[config.mk]
export PLATFORM = sky130hd
export DESIGN_NAME = uefr_regs
export DESIGN_NICKNAME = d
export VERILOG_FILES = /design/src/common/uefr_pkg.sv /design/src/rtl/uefr_char_match.sv /design/src/rtl/uefr_regs.sv
export SDC_FILE = /design/constraint.sdc
export NUM_CORES = 1
export LEC_CHECK = 0
export ABC_AREA = 1
export BUFFER_PORTS_ARGS = -buffer_cell sky130_fd_sc_hd__buf_2
export CORE_AREA = 3 3 110 165
export DETAILED_ROUTE_END_ITERATION = 16
export DIE_AREA = 0 0 113 168
export PLACE_DENSITY = 0.67
export SLEW_MARGIN = 0
export SYNTH_ARGS = -nofsm -noshare
export SYNTH_HDL_FRONTEND = slang
export SYNTH_SLANG_ARGS = --single-unit
[constraint.sdc]
create_clock -name CLK_SYS_I -period 4.05 [get_ports CLK_SYS_I]
set_input_delay 0.405 -clock CLK_SYS_I [delete_from_list [all_inputs] [get_ports CLK_SYS_I]]
set_output_delay 0.405 -clock CLK_SYS_I [all_outputs]
set_load 0.01 [all_outputs]
[src/common/uefr_pkg.sv]
/*
 * Package for the enhanced flow register group: offsets, field positions,
 * reset values and the flow-control state encoding.
 * Assumes an 8-bit register port with 8-bit offsets.
 */
`default_nettype none
package uefr_pkg;
    // ********************************
    // register offsets
    // ********************************
    localparam logic [7:0] UEFR_OFF_SPECIAL_FN = 8'h07;
    localparam logic [7:0] UEFR_OFF_FEATURE = 8'h08;
    localparam logic [7:0] UEFR_OFF_RESUME_ONE = 8'h0b;
    localparam logic [7:0] UEFR_OFF_RESUME_TWO = 8'h0c;
    localparam logic [7:0] UEFR_OFF_PAUSE_ONE = 8'h0d;
    localparam logic [7:0] UEFR_OFF_PAUSE_TWO = 8'h0e;
    localparam logic [7:0] UEFR_OFF_ADV_STATUS = 8'h0f;
    localparam logic [7:0] UEFR_OFF_TX_IRQ_LEVEL = 8'h10;
    localparam logic [7:0] UEFR_OFF_RX_IRQ_LEVEL = 8'h11;
    localparam logic [7:0] UEFR_OFF_FLOW_LOW = 8'h12;
    localparam logic [7:0] UEFR_OFF_FLOW_HIGH = 8'h13;
    localparam logic [7:0] UEFR_OFF_PRESCALE = 8'h14;
    localparam logic [7:0] UEFR_OFF_RX_COUNT = 8'h15;
    localparam logic [7:0] UEFR_OFF_TX_COUNT = 8'h16;

    // ********************************
    // field positions
    // ********************************
    localparam int UEFR_ADV_TERMINATE = 0;
    localparam int UEFR_ADV_REMOTE_DIS = 1;
    localparam int UEFR_ADV_FLOW_DET = 2;
    localparam int UEFR_ADV_SPECIAL_DET = 3;
    localparam int UEFR_SFN_RX_SEL = 6;
    localparam int UEFR_SFN_TX_SEL = 7;
    localparam int UEFR_FEAT_RXMODE_LO = 0;
    localparam int UEFR_FEAT_ENHANCED = 4;
    localparam int UEFR_FEAT_SPECIAL_EN = 5;
    localparam int UEFR_FEAT_AUTO_RTS = 6;
    localparam int UEFR_PRESCALE_N_LO = 0;
    localparam int UEFR_PRESCALE_M_LO = 4;

    // ********************************
    // reset values and encodings
    // ********************************
    localparam logic [7:0] UEFR_RESET_BYTE = 8'h00;
    localparam logic [1:0] UEFR_RXMODE_PAIR_TWO = 2'h1;
    localparam logic [1:0] UEFR_RXMODE_PAIR_ONE = 2'h2;
    localparam logic [1:0] UEFR_RXMODE_EITHER = 2'h3;

    typedef enum logic [0:0] {
        UEFR_RTS_RUN = 1'b0,
        UEFR_RTS_HALT = 1'b1
    } uefr_rts_type;
endpackage
`default_nettype wire

[src/rtl/uefr_char_match.sv]
/*
 * Compares one received character with the programmed resume/pause pairs
 * under the receive in-band mode field.
 * Assumes character and strobe come from logic on the same clock.
 */
`timescale 1ns/1ps
`default_nettype none
module uefr_char_match
    import uefr_pkg::*;
(
    input wire logic [7:0] char_i,
    input wire logic [1:0] mode_i,
    input wire logic [7:0] resume_one_i,
    input wire logic [7:0] resume_two_i,
    input wire logic [7:0] pause_one_i,
    input wire logic [7:0] pause_two_i,
    output logic resume_hit_o,
    output logic pause_hit_o,
    output logic special_hit_o
);
    logic use_one;
    logic use_two;

    always_comb begin
        use_one = (mode_i == UEFR_RXMODE_PAIR_ONE) || (mode_i == UEFR_RXMODE_EITHER);
        use_two = (mode_i == UEFR_RXMODE_PAIR_TWO) || (mode_i == UEFR_RXMODE_EITHER);
        resume_hit_o = (use_one && char_i == resume_one_i) ||
                       (use_two && char_i == resume_two_i);
        pause_hit_o = (use_one && char_i == pause_one_i) ||
                      (use_two && char_i == pause_two_i);
        // special detection looks at both pause characters whatever the mode
        special_hit_o = (char_i == pause_one_i) || (char_i == pause_two_i);
    end
endmodule
`default_nettype wire

[src/rtl/uefr_regs.sv]
/*
 * Enhanced flow register group of one UART channel: flow characters,
 * advanced status, trigger levels, prescaler, FIFO occupancy windows,
 * receive in-band flow recognition and automatic request-to-send.
 * Assumes the FIFO counts and received-character strobe come from logic on
 * CLK_SYS_I; the remote terminate/remote disable levels arrive from the
 * transmitter on the same clock. Register port: one-cycle strobes, read
 * data one cycle after the read strobe.
 */
// Our own choice: the strobed register port.
// Summary of operation
// - two resume and two pause characters, read/write, zero at reset
// - status bit 0 reads 1 while transmitter halted by remote terminate
// - status bit 1 shows remote transmit disabled after pause or rts sent
// - status bit 2 set on resume/pause received, cleared by reading
// - status bit 3 set on special character received, cleared by reading
// - bits 2 and 3 raise the level-6 interrupt source when enabled
// - transmit interrupt trigger level register, read/write, zero at reset
// - receive interrupt trigger level register, read/write, zero at reset
// - low threshold register releases remote below its level
// - high threshold register halts remote at its level
// - prescale register holds N in bits 3:0 and M in bits 7:4
// - special-function bit 6 selects receive or line-status count at 15h
// - receive FIFO count is read-only, zero at reset
// - line-status FIFO count is read-only, zero at reset
// - special-function bit 7 makes 16h the transmit FIFO count
// - transmit FIFO count is read-only, zero at reset
// - auto rts goes inactive at high threshold, returns below low
// - receive mode 01 uses second pair, 10 first pair
`timescale 1ns/1ps
`default_nettype none
module uefr_regs
    import uefr_pkg::*;
#(
    parameter int COUNT_W = 8
)
(
    input wire logic CLK_SYS_I,
    input wire logic RST_N_I,
    input wire logic [7:0] ADDR_I,
    input wire logic [7:0] WDATA_I,
    input wire logic WR_I,
    input wire logic RD_I,
    output logic [7:0] RDATA_O,
    input wire logic [COUNT_W-1:0] RX_COUNT_I,
    input wire logic [COUNT_W-1:0] LINE_STAT_COUNT_I,
    input wire logic [COUNT_W-1:0] TX_COUNT_I,
    input wire logic [7:0] SAMPLE_CLK_I,
    input wire logic [7:0] RX_CHAR_I,
    input wire logic RX_CHAR_VALID_I,
    input wire logic REMOTE_TERM_I,
    input wire logic REMOTE_DIS_I,
    input wire logic PAUSE_IRQ_EN_I,
    output logic TX_HALT_O,
    output logic RTS_N_O,
    output logic FLOW_IRQ_O,
    output logic [7:0] TX_IRQ_LEVEL_O,
    output logic [7:0] RX_IRQ_LEVEL_O,
    output logic [3:0] PRESCALE_N_O,
    output logic [3:0] PRESCALE_M_O
);
    // ********************************
    // storage
    // ********************************
    logic [7:0] special_function_reg;
    logic [7:0] enhanced_feature_reg;
    logic [7:0] resume_char_one;
    logic [7:0] resume_char_two;
    logic [7:0] pause_char_one;
    logic [7:0] pause_char_two;
    logic [7:0] tx_irq_level;
    logic [7:0] rx_irq_level;
    logic [7:0] flow_low_threshold;
    logic [7:0] flow_high_threshold;
    logic [7:0] baud_prescale;
    logic flow_detect;
    logic special_detect;
    logic remote_term_q;
    logic remote_dis_q;
    uefr_rts_type rts_state;
    uefr_rts_type next_rts_state;
    logic [7:0] next_rdata;
    logic resume_hit;
    logic pause_hit;
    logic special_hit;
    logic enhanced;
    logic rd_status;
    logic [7:0] rx_level8;

    assign enhanced = enhanced_feature_reg[UEFR_FEAT_ENHANCED];
    assign rd_status = RD_I && (ADDR_I == UEFR_OFF_ADV_STATUS);
    assign rx_level8 = 8'(RX_COUNT_I);

    uefr_char_match u_match (
        .char_i(RX_CHAR_I),
        .mode_i(enhanced_feature_reg[UEFR_FEAT_RXMODE_LO +: 2]),
        .resume_one_i(resume_char_one),
        .resume_two_i(resume_char_two),
        .pause_one_i(pause_char_one),
        .pause_two_i(pause_char_two),
        .resume_hit_o(resume_hit),
        .pause_hit_o(pause_hit),
        .special_hit_o(special_hit)
    );

    // ********************************
    // software-written registers
    // ********************************
    always_ff @(posedge CLK_SYS_I or negedge RST_N_I) begin
        if (!RST_N_I) begin
            special_function_reg <= UEFR_RESET_BYTE;
            enhanced_feature_reg <= UEFR_RESET_BYTE;
            resume_char_one <= UEFR_RESET_BYTE;
            resume_char_two <= UEFR_RESET_BYTE;
            pause_char_one <= UEFR_RESET_BYTE;
            pause_char_two <= UEFR_RESET_BYTE;
            tx_irq_level <= UEFR_RESET_BYTE;
            rx_irq_level <= UEFR_RESET_BYTE;
            flow_low_threshold <= UEFR_RESET_BYTE;
            flow_high_threshold <= UEFR_RESET_BYTE;
            baud_prescale <= UEFR_RESET_BYTE;
        end else if (WR_I) begin
            // read-only offsets fall through untouched
            if (ADDR_I == UEFR_OFF_SPECIAL_FN) begin
                special_function_reg <= WDATA_I;
            end else if (ADDR_I == UEFR_OFF_FEATURE) begin
                enhanced_feature_reg <= WDATA_I;
            end else if (ADDR_I == UEFR_OFF_RESUME_ONE) begin
                resume_char_one <= WDATA_I;
            end else if (ADDR_I == UEFR_OFF_RESUME_TWO) begin
                resume_char_two <= WDATA_I;
            end else if (ADDR_I == UEFR_OFF_PAUSE_ONE) begin
                pause_char_one <= WDATA_I;
            end else if (ADDR_I == UEFR_OFF_PAUSE_TWO) begin
                pause_char_two <= WDATA_I;
            end else if (ADDR_I == UEFR_OFF_TX_IRQ_LEVEL) begin
                tx_irq_level <= WDATA_I;
            end else if (ADDR_I == UEFR_OFF_RX_IRQ_LEVEL) begin
                rx_irq_level <= WDATA_I;
            end else if (ADDR_I == UEFR_OFF_FLOW_LOW) begin
                flow_low_threshold <= WDATA_I;
            end else if (ADDR_I == UEFR_OFF_FLOW_HIGH) begin
                flow_high_threshold <= WDATA_I;
            end else if (ADDR_I == UEFR_OFF_PRESCALE) begin
                // M values above 2 are stored as written
                baud_prescale <= WDATA_I;
            end
        end
    end

    // ********************************
    // sticky detect flags
    // ********************************
    // a detection in the very read cycle survives: set wins over clear
    always_ff @(posedge CLK_SYS_I or negedge RST_N_I) begin
        if (!RST_N_I) begin
            flow_detect <= 1'b0;
        end else if (RX_CHAR_VALID_I && (resume_hit || pause_hit)) begin
            flow_detect <= 1'b1;
        end else if (rd_status) begin
            flow_detect <= 1'b0;
        end
    end

    always_ff @(posedge CLK_SYS_I or negedge RST_N_I) begin
        if (!RST_N_I) begin
            special_detect <= 1'b0;
        end else if (RX_CHAR_VALID_I && special_hit && enhanced &&
                     enhanced_feature_reg[UEFR_FEAT_SPECIAL_EN]) begin
            special_detect <= 1'b1;
        end else if (rd_status) begin
            special_detect <= 1'b0;
        end
    end

    // ********************************
    // transmitter state mirrors
    // ********************************
    always_ff @(posedge CLK_SYS_I or negedge RST_N_I) begin
        if (!RST_N_I) begin
            remote_term_q <= 1'b0;
            remote_dis_q <= 1'b0;
        end else begin
            remote_term_q <= REMOTE_TERM_I;
            remote_dis_q <= REMOTE_DIS_I;
        end
    end

    // in-band halt: pause stops the transmitter until a resume arrives or the receive mode field is 00
    always_ff @(posedge CLK_SYS_I or negedge RST_N_I) begin
        if (!RST_N_I) begin
            TX_HALT_O <= 1'b0;
        end else if (RX_CHAR_VALID_I && pause_hit) begin
            TX_HALT_O <= 1'b1;
        end else if (RX_CHAR_VALID_I && resume_hit) begin
            TX_HALT_O <= 1'b0;
        end else if (enhanced_feature_reg[UEFR_FEAT_RXMODE_LO +: 2] == 2'h0) begin
            TX_HALT_O <= 1'b0;
        end
    end

    // ********************************
    // automatic request-to-send
    // ********************************
    // hysteresis between the two thresholds keeps rts from chattering
    always_comb begin
        next_rts_state = rts_state;
        case (rts_state)
            UEFR_RTS_RUN: begin
                if (rx_level8 >= flow_high_threshold) begin
                    next_rts_state = UEFR_RTS_HALT;
                end
            end
            UEFR_RTS_HALT: begin
                if (rx_level8 < flow_low_threshold) begin
                    next_rts_state = UEFR_RTS_RUN;
                end
            end
            default: begin
                next_rts_state = UEFR_RTS_RUN;
            end
        endcase
        if (!(enhanced && enhanced_feature_reg[UEFR_FEAT_AUTO_RTS])) begin
            next_rts_state = UEFR_RTS_RUN;
        end
    end

    always_ff @(posedge CLK_SYS_I or negedge RST_N_I) begin
        if (!RST_N_I) begin
            rts_state <= UEFR_RTS_RUN;
            RTS_N_O <= 1'b0;
        end else begin
            rts_state <= next_rts_state;
            RTS_N_O <= (next_rts_state == UEFR_RTS_HALT);
        end
    end

    // ********************************
    // interrupt source and config outputs
    // ********************************
    always_ff @(posedge CLK_SYS_I or negedge RST_N_I) begin
        if (!RST_N_I) begin
            FLOW_IRQ_O <= 1'b0;
            TX_IRQ_LEVEL_O <= UEFR_RESET_BYTE;
            RX_IRQ_LEVEL_O <= UEFR_RESET_BYTE;
            PRESCALE_N_O <= 4'h0;
            PRESCALE_M_O <= 4'h0;
        end else begin
            FLOW_IRQ_O <= PAUSE_IRQ_EN_I && (flow_detect || special_detect);
            TX_IRQ_LEVEL_O <= tx_irq_level;
            RX_IRQ_LEVEL_O <= rx_irq_level;
            PRESCALE_N_O <= baud_prescale[UEFR_PRESCALE_N_LO +: 4];
            PRESCALE_M_O <= baud_prescale[UEFR_PRESCALE_M_LO +: 4];
        end
    end

    // ********************************
    // read path
    // ********************************
    always_comb begin
        next_rdata = UEFR_RESET_BYTE;
        if (ADDR_I == UEFR_OFF_SPECIAL_FN) begin
            next_rdata = special_function_reg;
        end else if (ADDR_I == UEFR_OFF_FEATURE) begin
            next_rdata = enhanced_feature_reg;
        end else if (ADDR_I == UEFR_OFF_RESUME_ONE) begin
            next_rdata = resume_char_one;
        end else if (ADDR_I == UEFR_OFF_RESUME_TWO) begin
            next_rdata = resume_char_two;
        end else if (ADDR_I == UEFR_OFF_PAUSE_ONE) begin
            next_rdata = pause_char_one;
        end else if (ADDR_I == UEFR_OFF_PAUSE_TWO) begin
            next_rdata = pause_char_two;
        end else if (ADDR_I == UEFR_OFF_ADV_STATUS) begin
            // upper nibble stays zero
            next_rdata[UEFR_ADV_TERMINATE] = remote_term_q;
            next_rdata[UEFR_ADV_REMOTE_DIS] = remote_dis_q;
            next_rdata[UEFR_ADV_FLOW_DET] = flow_detect;
            next_rdata[UEFR_ADV_SPECIAL_DET] = special_detect;
        end else if (ADDR_I == UEFR_OFF_TX_IRQ_LEVEL) begin
            next_rdata = tx_irq_level;
        end else if (ADDR_I == UEFR_OFF_RX_IRQ_LEVEL) begin
            next_rdata = rx_irq_level;
        end else if (ADDR_I == UEFR_OFF_FLOW_LOW) begin
            next_rdata = flow_low_threshold;
        end else if (ADDR_I == UEFR_OFF_FLOW_HIGH) begin
            next_rdata = flow_high_threshold;
        end else if (ADDR_I == UEFR_OFF_PRESCALE) begin
            next_rdata = baud_prescale;
        end else if (ADDR_I == UEFR_OFF_RX_COUNT) begin
            if (special_function_reg[UEFR_SFN_RX_SEL]) begin
                next_rdata = 8'(RX_COUNT_I);
            end else begin
                next_rdata = 8'(LINE_STAT_COUNT_I);
            end
        end else if (ADDR_I == UEFR_OFF_TX_COUNT) begin
            if (special_function_reg[UEFR_SFN_TX_SEL]) begin
                next_rdata = 8'(TX_COUNT_I);
            end else begin
                next_rdata = SAMPLE_CLK_I;
            end
        end
    end

    // read data valid only in the cycle after the strobe
    always_ff @(posedge CLK_SYS_I or negedge RST_N_I) begin
        if (!RST_N_I) begin
            RDATA_O <= UEFR_RESET_BYTE;
        end else if (RD_I) begin
            RDATA_O <= next_rdata;
        end else begin
            RDATA_O <= UEFR_RESET_BYTE;
        end
    end
endmodule
`default_nettype wire

==> results of run 1 <==
==> through the flow <==
stage               cell area (um^2)  util, %  setup slack [ns]  instances
finish                          7600    45.14             1.763       1096
global route                    7600    45.14             1.459       1096
CTS                             7600    45.14             1.785       1096
detailed placement              7003    41.59             1.322       1064
global placement                7003    41.59             1.421       1064
floorplan                       6344        -             2.319        782
==> logic make-up after synthesis <==
family,share of synthesized area (%)
flops,50.10
compound gates,13.85
fa+ha+maj,2.959
buf+inv,6.509
simple gates,22.98
xor+xnor,3.452
mux,0.1578
==> worst max-delay path by stage <==
stage | end | slack, ns | from
floorplan | RDATA_O[6] | 2.32 | ADDR_I[5]
finish | tx_irq_level[5] | 1.76 | ADDR_I[5]
global placement | resume_char_two[3] | 1.42 | ADDR_I[7]
detailed placement | tx_irq_level[5] | 1.32 | ADDR_I[5]
global route | tx_irq_level[7] | 1.46 | ADDR_I[5]
CTS | tx_irq_level[5] | 1.78 | ADDR_I[5]
==> power groups by stage <==
stage / logic [W] / registers (W) / clock network [W]
global placement: 0.000252 / 0.00140 / 0
global route: 0.000294 / 0.00138 / 0.00162
finish: 0.000258 / 0.00137 / 0.00155
CTS: 0.000261 / 0.00137 / 0.00156
floorplan: 0.000130 / 0.00138 / 0
detailed placement: 0.000259 / 0.00140 / 0
==> routing by layer <==
| metal | GRT usage [%] | vias up |
|---|---|---|
| met5 | 0 | - |
| met4 | 11.30 | 2 |
| met3 | 3.848 | 71 |
| met2 | 38.39 | 231 |
| met1 | 25.31 | 2696 |
| li1 | - | 2735 |
==> synthesized netlist by cell type, drive strengths merged <==
cell type / count / share of area (%)
mux2i: 1 / 0.16
a21oi: 39 / 3.1
o21a: 2 / 0.24
nor2: 53 / 3.4
o21ai: 103 / 8.1
clkinv: 1 / 0.059
or2: 11 / 1.1
buf: 9 / 0.77
nand3: 27 / 2.1
xnor2: 12 / 1.7
nor3: 15 / 1.4
clkbuf: 18 / 1.1
a211oi: 1 / 0.12
nand4: 12 / 1.2
nand2: 219 / 13
o22ai: 6 / 0.59
dfrtp: 127 / 50
a21boi: 3 / 0.36
inv: 78 / 4.6
xor2: 13 / 1.8
nor4: 5 / 0.49
o211ai: 1 / 0.12
nand3b: 2 / 0.24
ha: 15 / 3.0
a21o: 1 / 0.12
o2111ai: 1 / 0.14
o221ai: 7 / 0.97
==> layout make-up <==
class	instances	area, um^2	area share (%)
timing repair buffer	99	513.0	6.750
clock buffer	17	425.4	5.598
multi-input combinational	549	2753	36.22
sequential	127	3178	41.82
inverter	79	296.5	3.902
tap	210	262.8	3.457
clock inverter	15	171.4	2.256
==> impl_metrics.yaml, run 1 <==
run_status:
  outcome: "finished, violations left"
  violations: "hold timing"
yosys:
  avgSynthCellArea_um2: 8.112
  yosysUniqueCellTypes: 37
  synth_fp_nets: 861
  synthCells: 782
  ys_seq_area_share_pct: 50.10
  syn_area_um2: 6344
  ys_ff_latch: 127
  yosys_warnings: 0
drt:
  final_antenna_net_count: 0
  vias_per_cell: 5.233
  drt-met1-wl_um: 7574
  wl_met2_um: 10390
  drt_iter0_drc: 396
  dr_wl_met3_um: 1131
  highest_layer: "met5"
  wire_per_inst_um: 18.35
  drtPass1Iterations: 5
  drc_errors: 0
  routed_wl_um: 20110
  vias: 5735
timing:
  finalCritPeriodShare_pct: 56.47
  finalSetupTns_ns: 0
  hold_viol_final: 2
  worst_hold_slack_ns: -0.004913
  timing.final.crit_period_ns: 2.287
  fin_skew_ns: 0.007135
  drv_slew: 0
  rsz0062_at_grt: "false"
  setup_viol: 0
  relSlewSlack_pct: 32.70
  fmax_mhz: 437.2
  tightest_slew_ns: 1.006
grt:
  grt_overflow: 0
  antenna_found_initial: 1
  grt_start_max_net_pins: 80
  grt_pass1_wl_um: 31680
  track_usage_pct: 21.90
  grt_pass1_vias: 5765
floorplanning:
  dieArea_um2: 18980
  die_x_um: 113
  core-area_um2: 16840
  rows: 58
  ios: 99
  start_util_pct: 37.68
  die_h_um: 168
worst_setup_path:
  critPathTopFamily: "simple AND/OR/NAND/NOR gates"
  slowest_delay_ns: 0.54
  crit_top_cell: "nand2_1"
  timing_worst_setup_path_type: "input pin to flip-flop"
  r2r_cells: 11
  r2r_start: "special_function_reg[7]"
  cp_slowest_cell: "nor2_2"
  ff2ff_setup_slack_ns: 2.03
  cp-end-kind: "flip-flop"
  cp_num_cells: 9
  worstSetupStartpointType: "input pin"
  worstPathArrival_ns: 2.57
  cp.buffers_inverters: 2
  crit_required_ns: 4.34
  r2r_end: "RDATA_O[4]"
  crit_chain: "buf_2, inv_1, nand2_1, nor2_2, nand2_1, nor2_1, nand2_1, nand2_1, o21ai_0"
  worstPathMaxFanout: 19
finish:
  layout_commonest_cell: "nand2_1"
  area_growth_pct: 19.80
  nFillCells: 1723
  final_layout_size_suffix_gt1_share_pct: 17.04
  final_cell_mix: "217 x nand2_1, 127 x dfrtp_1, 101 x o21ai_0, 97 x buf_2, 76 x inv_1"
  final_nets: 952
  antenna_cells: 0
pwr:
  power.switching_w: 0.0008849
  intPower_w: 0.002294
  swShare_pct: 27.84
  power.density_nw_per_um2: 418.3
  p_leak_nw: 3.774
  comb_power_share_pct: 8.1
  seqPwrFrac_pct: 43.2
  vdd_drop_max_v: 0.0002301
  power_frac_clock_pct: 48.7
  design_power_total_w: 0.003179
min_path:
  min_path_type: "input pin to async pin"
clock_tree:
  cts_hold_buffers: 0
  cts_buffers: 17
  post_cts_buffers: 0
  clock-sinks: 127
  clock_insertion_delay_worst_skew_ns: 0.43
  htreeDepth: 4
  cts_root_buffer: "clkbuf_16"
  cts_resized: 0
  clk_path_buf_depth: 2
  clkTransAtPathRegs_ns: 0.07
  tritoncts: "yes"
place:
  place_congestion: 0.9405
  port_buffers: 98
  place_hpwl_um: 14910
run:
  maxCapViolCount: 0
Note: power is estimated with default switching activity, not from simulation.
==> inputs of run 2 (changes only) <==
--- a/config.mk
+++ b/config.mk
@@ -10,7 +10,7 @@
 export CORE_AREA = 3 3 110 165
 export DETAILED_ROUTE_END_ITERATION = 16
 export DIE_AREA = 0 0 113 168
-export PLACE_DENSITY = 0.67
+export PLACE_DENSITY = 0.69
 export SLEW_MARGIN = 0
 export SYNTH_ARGS = -nofsm -noshare
 export SYNTH_HDL_FRONTEND = slang
==> constraint.sdc (replaced) <==
create_clock -name CLK_SYS_I -period 1.8 [get_ports CLK_SYS_I]
set_input_delay 0.18 -clock CLK_SYS_I [delete_from_list [all_inputs] [get_ports CLK_SYS_I]]
set_output_delay 0.18 -clock CLK_SYS_I [all_outputs]
set_load 0.01 [all_outputs]
==> run 2 against run 1 <==
  * The run now ends clean
  * Critical path depth up 4
  * Largest cell class unchanged
  * Global-route usage rose by 0.16 points
  * Sequential power rose by 130%
  * Critical endpoint is now RDATA_O[0]
  * Sequential share of layout area decreased by 2.3 points
  * Design area up 5.8%
  * Clock power grew 120%
  * Sequential cell count stayed put
  * Clock skew fell by 0.0013 ns
==> impl_metrics.yaml, run 2 (synthesis results as in run 1) <==
run_status:
  outcome: "completed"
pwr:
  power.density_nw_per_um2: 893.9
  power.switching_w: 0.001878
  seqPwrFrac_pct: 42.9
  p_leak_nw: 4.020
  power_frac_clock_pct: 48.0
  swShare_pct: 26.13
  vdd_drop_max_v: 0.0004587
  intPower_w: 0.005309
  comb_power_share_pct: 9.1
worst_setup_path:
  timing_worst_setup_path_type: "flip-flop to flip-flop"
  cp-end-kind: "flip-flop"
  worstSetupStartpointType: "flip-flop"
  worstPathMaxFanout: 8
  crit_required_ns: 2.10
  worstPathArrival_ns: 2.01
  r2r_cells: 13
finish:
  final_cell_mix: "212 x nand2_1, 125 x dfrtp_1, 97 x buf_2, 96 x o21ai_0, 74 x inv_1"
  final_cells: 1144
  final_layout_size_suffix_gt1_share_pct: 22.38
  antenna_cells: 0
  nFillCells: 1650
  final_nets: 1000
  final_util_pct: 47.76
  area_growth_pct: 26.75
  layout_commonest_cell: "nand2_1"
place:
  place_congestion: 0.9508
  pre_cts_ws_ns: -0.1022
  dp_cells: 1106
  port_buffers: 98
  place_hpwl_um: 15070
grt:
  grt_start_max_net_pins: 51
  track_usage_pct: 22.05
  grt_pass1_vias: 5991
  antenna_found_initial: 0
  grt_overflow: 0
  grt_pass1_wl_um: 32000
floorplanning:
  rows: 58
  core-area_um2: 16840
  die_h_um: 168
  start_util_pct: 37.68
  ios: 99
  die_x_um: 113
  dieArea_um2: 18980
timing:
  hold_viol_final: 0
  drv_slew: 0
  setup_slack_ns: 0.09825
  tightest_slew_ns: 0.6014
  finalCritPeriodShare_pct: 94.54
  fmax_mhz: 587.6
  rsz0062_at_grt: "true"
  relSlewSlack_pct: 59.86
  timing.final.crit_period_ns: 1.702
  fin_skew_ns: 0.005797
  setup_viol: 0
clock_tree:
  htreeDepth: 4
  tritoncts: "yes"
  cts_buffers: 17
  cts_root_buffer: "clkbuf_16"
  clock_insertion_delay_worst_skew_ns: 0.42
  clock-sinks: 127
  clk_path_buf_depth: 2
  clkTransAtPathRegs_ns: 0.06
drt:
  drtPass1Iterations: 6
  vias: 5947
  vias_per_cell: 5.198
  drc_errors: 0
  drt_iter0_drc: 550
  wire_per_inst_um: 17.64
  final_antenna_net_count: 0
  routed_wl_um: 20180
min_path:
  min_path_type: "input pin to flip-flop"
  worstHoldPathCells: 3
run:
  maxCapViolCount: 0
==> run 2: path summary, 6_finish.rpt <==
kind | from | to | slack (ns)
max in group asynchronous | RST_N_I | special_function_reg[6] | 0.84
min in group asynchronous | RST_N_I | RX_IRQ_LEVEL_O[0] | 0.26
worst min-delay path | RX_CHAR_VALID_I | TX_HALT_O | 0.08
worst max register to register | special_function_reg[7] | RDATA_O[0] | 0.1
worst max-delay path | special_function_reg[7] | RDATA_O[0] | 0.1
worst min register to register | rx_irq_level[4] | RX_IRQ_LEVEL_O[4] | 0.41
==> run 2: through the flow <==
step	hold slack, ns	TNS, ns	cell area [um^2]	power, W
detailed placement	0.1804	-0.1745	7343	0.003764
floorplan	-0.1156	0	6344	0.003402
finish	0.07519	0	8040	0.007187
CTS	0.06218	0	7988	0.007216
global placement	0.1768	-0.1913	7343	0.003749
global route	0.06797	-0.007510	8040	0.007471
==> run 2: repair_timing <==
| action | CTS | global route |
|---|---|---|
| hold endpoints to repair | 35 | 0 |
| setup buffers | 1 | 1 |
| pin swaps | 2 | 25 |
| gates resized for setup | 4 | 22 |
| endpoints found under the setup margin | 1 | 6 |
| hold buffers | 4 | 0 |
==> run 2: final cells by class <==
| cell class | count | area (um^2) | area share [%] |
|---|---|---|---|
| Sequential cell | 127 | 3181 | 39.56 |
| Multi-Input combinational cell | 549 | 2796 | 34.78 |
| Timing Repair Buffer | 147 | 915.9 | 11.39 |
| Clock buffer | 18 | 429.2 | 5.338 |
| Inverter | 79 | 296.5 | 3.688 |
| Tap cell | 210 | 262.8 | 3.268 |
| Clock inverter | 14 | 158.9 | 1.976 |
==> run 2: routing by layer <==
layer	up-vias	routed length [um]	part of all wire (%)	global-route usage [%]
met1	2805	7726	38	26.04
met3	49	1189	5.9	4.459
met5	-	0	0	0
met4	0	852	4.2	9.937
met2	247	10410	52	38.36
li1	2846	-	-	-
==> run 2: worst max-delay path: stages (launching register included) <==
cell	delay, ns
dfrtp_2	0.45
buf_6	0.16
nand2_1	0.06
nand2_1	0.06
nand3_1	0.09
nand2_1	0.05
inv_1	0.06
nand2_2	0.08
nand2_1	0.06
nand3_1	0.07
nand2_2	0.09
nand4_1	0.13
nor2_2	0.15
nor2_1	0.07
==> run 2: power groups by stage <==
stage               clock [W]  combinational, W  sequential [W]
floorplan                   0          0.000292         0.00311
global placement            0          0.000616         0.00313
detailed placement          0          0.000631         0.00313
CTS                   0.00349          0.000643         0.00308
global route          0.00363          0.000737         0.00310
finish                0.00345          0.000652         0.00309
==> inputs of run 3 (changes only) <==
--- a/config.mk
+++ b/config.mk
@@ -10,7 +10,9 @@
 export CORE_AREA = 3 3 110 165
 export DETAILED_ROUTE_END_ITERATION = 16
 export DIE_AREA = 0 0 113 168
+export MAX_ROUTING_LAYER = met4
 export PLACE_DENSITY = 0.69
+export SKIP_CTS_REPAIR_TIMING = 1
 export SLEW_MARGIN = 0
 export SYNTH_ARGS = -nofsm -noshare
 export SYNTH_HDL_FRONTEND = slang
==> run 3 against run 2 <==
  * Sequential share of layout area shrank 0.40 points
  * Combinational power grew 2%
  * Total power grew 3.5%
  * Wire length grew 1.5%
  * First-iteration DRC count shrank 18%
  * Core utilization grew 0.49 points
  * Setup slack lost 0.034 ns
  * Non-clock buffer count grew 3
  * Sequential power is essentially flat
  * Critical path depth is the same
  * Critical path type unchanged
  * Critical endpoint unchanged
==> impl_metrics.yaml, run 3 (synthesis results as in run 1) <==
worst_setup_path:
  worstPathArrival_ns: 2.03
  slowest_delay_ns: 0.45
  worstSetupStartpointType: "flip-flop"
  r2r_start: "special_function_reg[7]"
  ff2ff_setup_slack_ns: 0.06
  r2r_end: "RDATA_O[0]"
  cp_slowest_cell: "dfrtp_2"
  r2r_cells: 13
  cp.buffers_inverters: 2
  crit_top_cell: "nand2_1"
  cp_num_cells: 13
  crit_chain: "buf_6, nand2_1, nand2_1, nand3_1, nand2_1, inv_1, nand2_2, nand2_1, nand3_1, nand2_2, nand4_1, nor2_2, nor2_1"
  crit_required_ns: 2.09
  critPathTopFamily: "simple AND/OR/NAND/NOR gates"
  timing_worst_setup_path_type: "flip-flop to flip-flop"
  worstPathMaxFanout: 4
  cp-end-kind: "flip-flop"
clock_tree:
  cts_root_buffer: "clkbuf_16"
  htreeDepth: 4
  tritoncts: "yes"
  clk_path_buf_depth: 2
  cts_buffers: 17
  clock-sinks: 127
  clock_insertion_delay_worst_skew_ns: 0.42
  clkTransAtPathRegs_ns: 0.06
drt:
  routed_wl_um: 20480
  final_antenna_net_count: 0
  vias_per_cell: 5.228
  drtPass1Iterations: 5
  vias: 5991
  drc_errors: 0
  drt_iter0_drc: 449
  wire_per_inst_um: 17.87
place:
  pre_cts_ws_ns: -0.1327
  place_congestion: 0.9661
  port_buffers: 98
  place_hpwl_um: 15010
  placed_area_um2: 7343
finish:
  antenna_cells: 0
  area_growth_pct: 28.05
  final_cell_mix: "212 x nand2_1, 125 x dfrtp_1, 98 x o21ai_0, 97 x buf_2, 74 x inv_1"
  final_nets: 1003
  fin_area_um2: 8123
  nFillCells: 1639
  layout_commonest_cell: "nand2_1"
  final_layout_size_suffix_gt1_share_pct: 22.86
pwr:
  power.density_nw_per_um2: 916.1
  intPower_w: 0.005609
  vdd_drop_max_v: 0.0005637
  swShare_pct: 24.61
  power_frac_clock_pct: 49.6
  p_leak_nw: 4.064
  comb_power_share_pct: 8.9
  seqPwrFrac_pct: 41.5
  power.switching_w: 0.001832
floorplanning:
  die_h_um: 168
  start_util_pct: 37.68
  core-area_um2: 16840
  ios: 99
  rows: 58
  die_x_um: 113
  dieArea_um2: 18980
timing:
  worst_hold_slack_ns: 0.06810
  rsz0062_at_grt: "true"
  hold_viol_final: 0
  drv_slew: 0
  fmax_mhz: 576.0
  fin_skew_ns: 0.007146
  tightest_slew_ns: 0.6278
  setup_viol: 0
  timing.final.crit_period_ns: 1.736
  finalSetupTns_ns: 0
  finalCritPeriodShare_pct: 96.44
  relSlewSlack_pct: 58.10
  setup_slack_ns: 0.06403
run_status:
  outcome: "completed"
grt:
  grt_overflow: 0
  grt_pass1_wl_um: 31840
  grt_start_max_net_pins: 83
  track_usage_pct: 22.42
  antenna_found_initial: 0
  grt_pass1_vias: 6043
min_path:
  hold_path_end: "flow_detect"
  hold_start: "RX_CHAR_VALID_I"
  min_path_type: "input pin to flip-flop"
  worstHoldPathCells: 3
run:
  maxCapViolCount: 0
-- run 3: cell types whose count changed in the layout (fill, tap and decap cells not counted), moves of 2 or more --
cell       change
or2_4          -3
inv_6          -2
o21ai_0        +2
bufinv_16      +2
or2_2          +3
o21ai_1        -2
buf_4          +2
-- run 3: tightest hold or removal path, cell delays in order --
cell	delay [ns]
buf_2	0.12
nand2_1	0.07
nand3b_1	0.08
-- run 3: cell type report --
cell class / instances / area, um^2 / area share (%)
sequential: 127 / 3181 / 39.16
multi-input combinational: 549 / 2804 / 34.52
timing repair buffer: 150 / 950.9 / 11.71
clock buffer: 19 / 442.9 / 5.453
inverter: 79 / 296.5 / 3.651
tap: 210 / 262.8 / 3.235
clock inverter: 12 / 185.2 / 2.280
-- run 3: worst max-delay path by stage --
stage / from / end
floorplan: ADDR_I[5] / RDATA_O[6]
global placement: ADDR_I[0] / RDATA_O[0]
detailed placement: ADDR_I[5] / RDATA_O[0]
CTS: special_function_reg[7] / RDATA_O[0]
global route: special_function_reg[6] / RDATA_O[2]
finish: special_function_reg[7] / RDATA_O[0]
-- run 3: per-stage QoR --
stage	utilization, %	cells	total power (W)
after global routing	48.25	1146	0.007686
after global placement	43.62	1106	0.003748
after CTS	47.35	1137	0.007432
after detailed placement	43.62	1106	0.003764
final	48.25	1146	0.007441
after floorplan	-	782	0.003402
-- run 3: per-layer routing --
| metal | track usage (%) | wire length [um] | vias up |
|---|---|---|---|
| met5 | - | 0 | - |
| met3 | 3.560 | 1233 | 78 |
| met4 | 10.93 | 1096 | 0 |
| li1 | - | - | 2840 |
| met2 | 38.34 | 10320 | 270 |
| met1 | 25.35 | 7832 | 2803 |
-- run 3: power groups by stage --
stage                     sequential (W)  combinational [W]  clock [W]
after floorplan                  0.00311           0.000292          0
after global placement           0.00313           0.000614          0
after detailed placement         0.00313           0.000629          0
after CTS                        0.00309           0.000634    0.00371
after global routing             0.00310           0.000748    0.00384
final                            0.00309           0.000663    0.00369
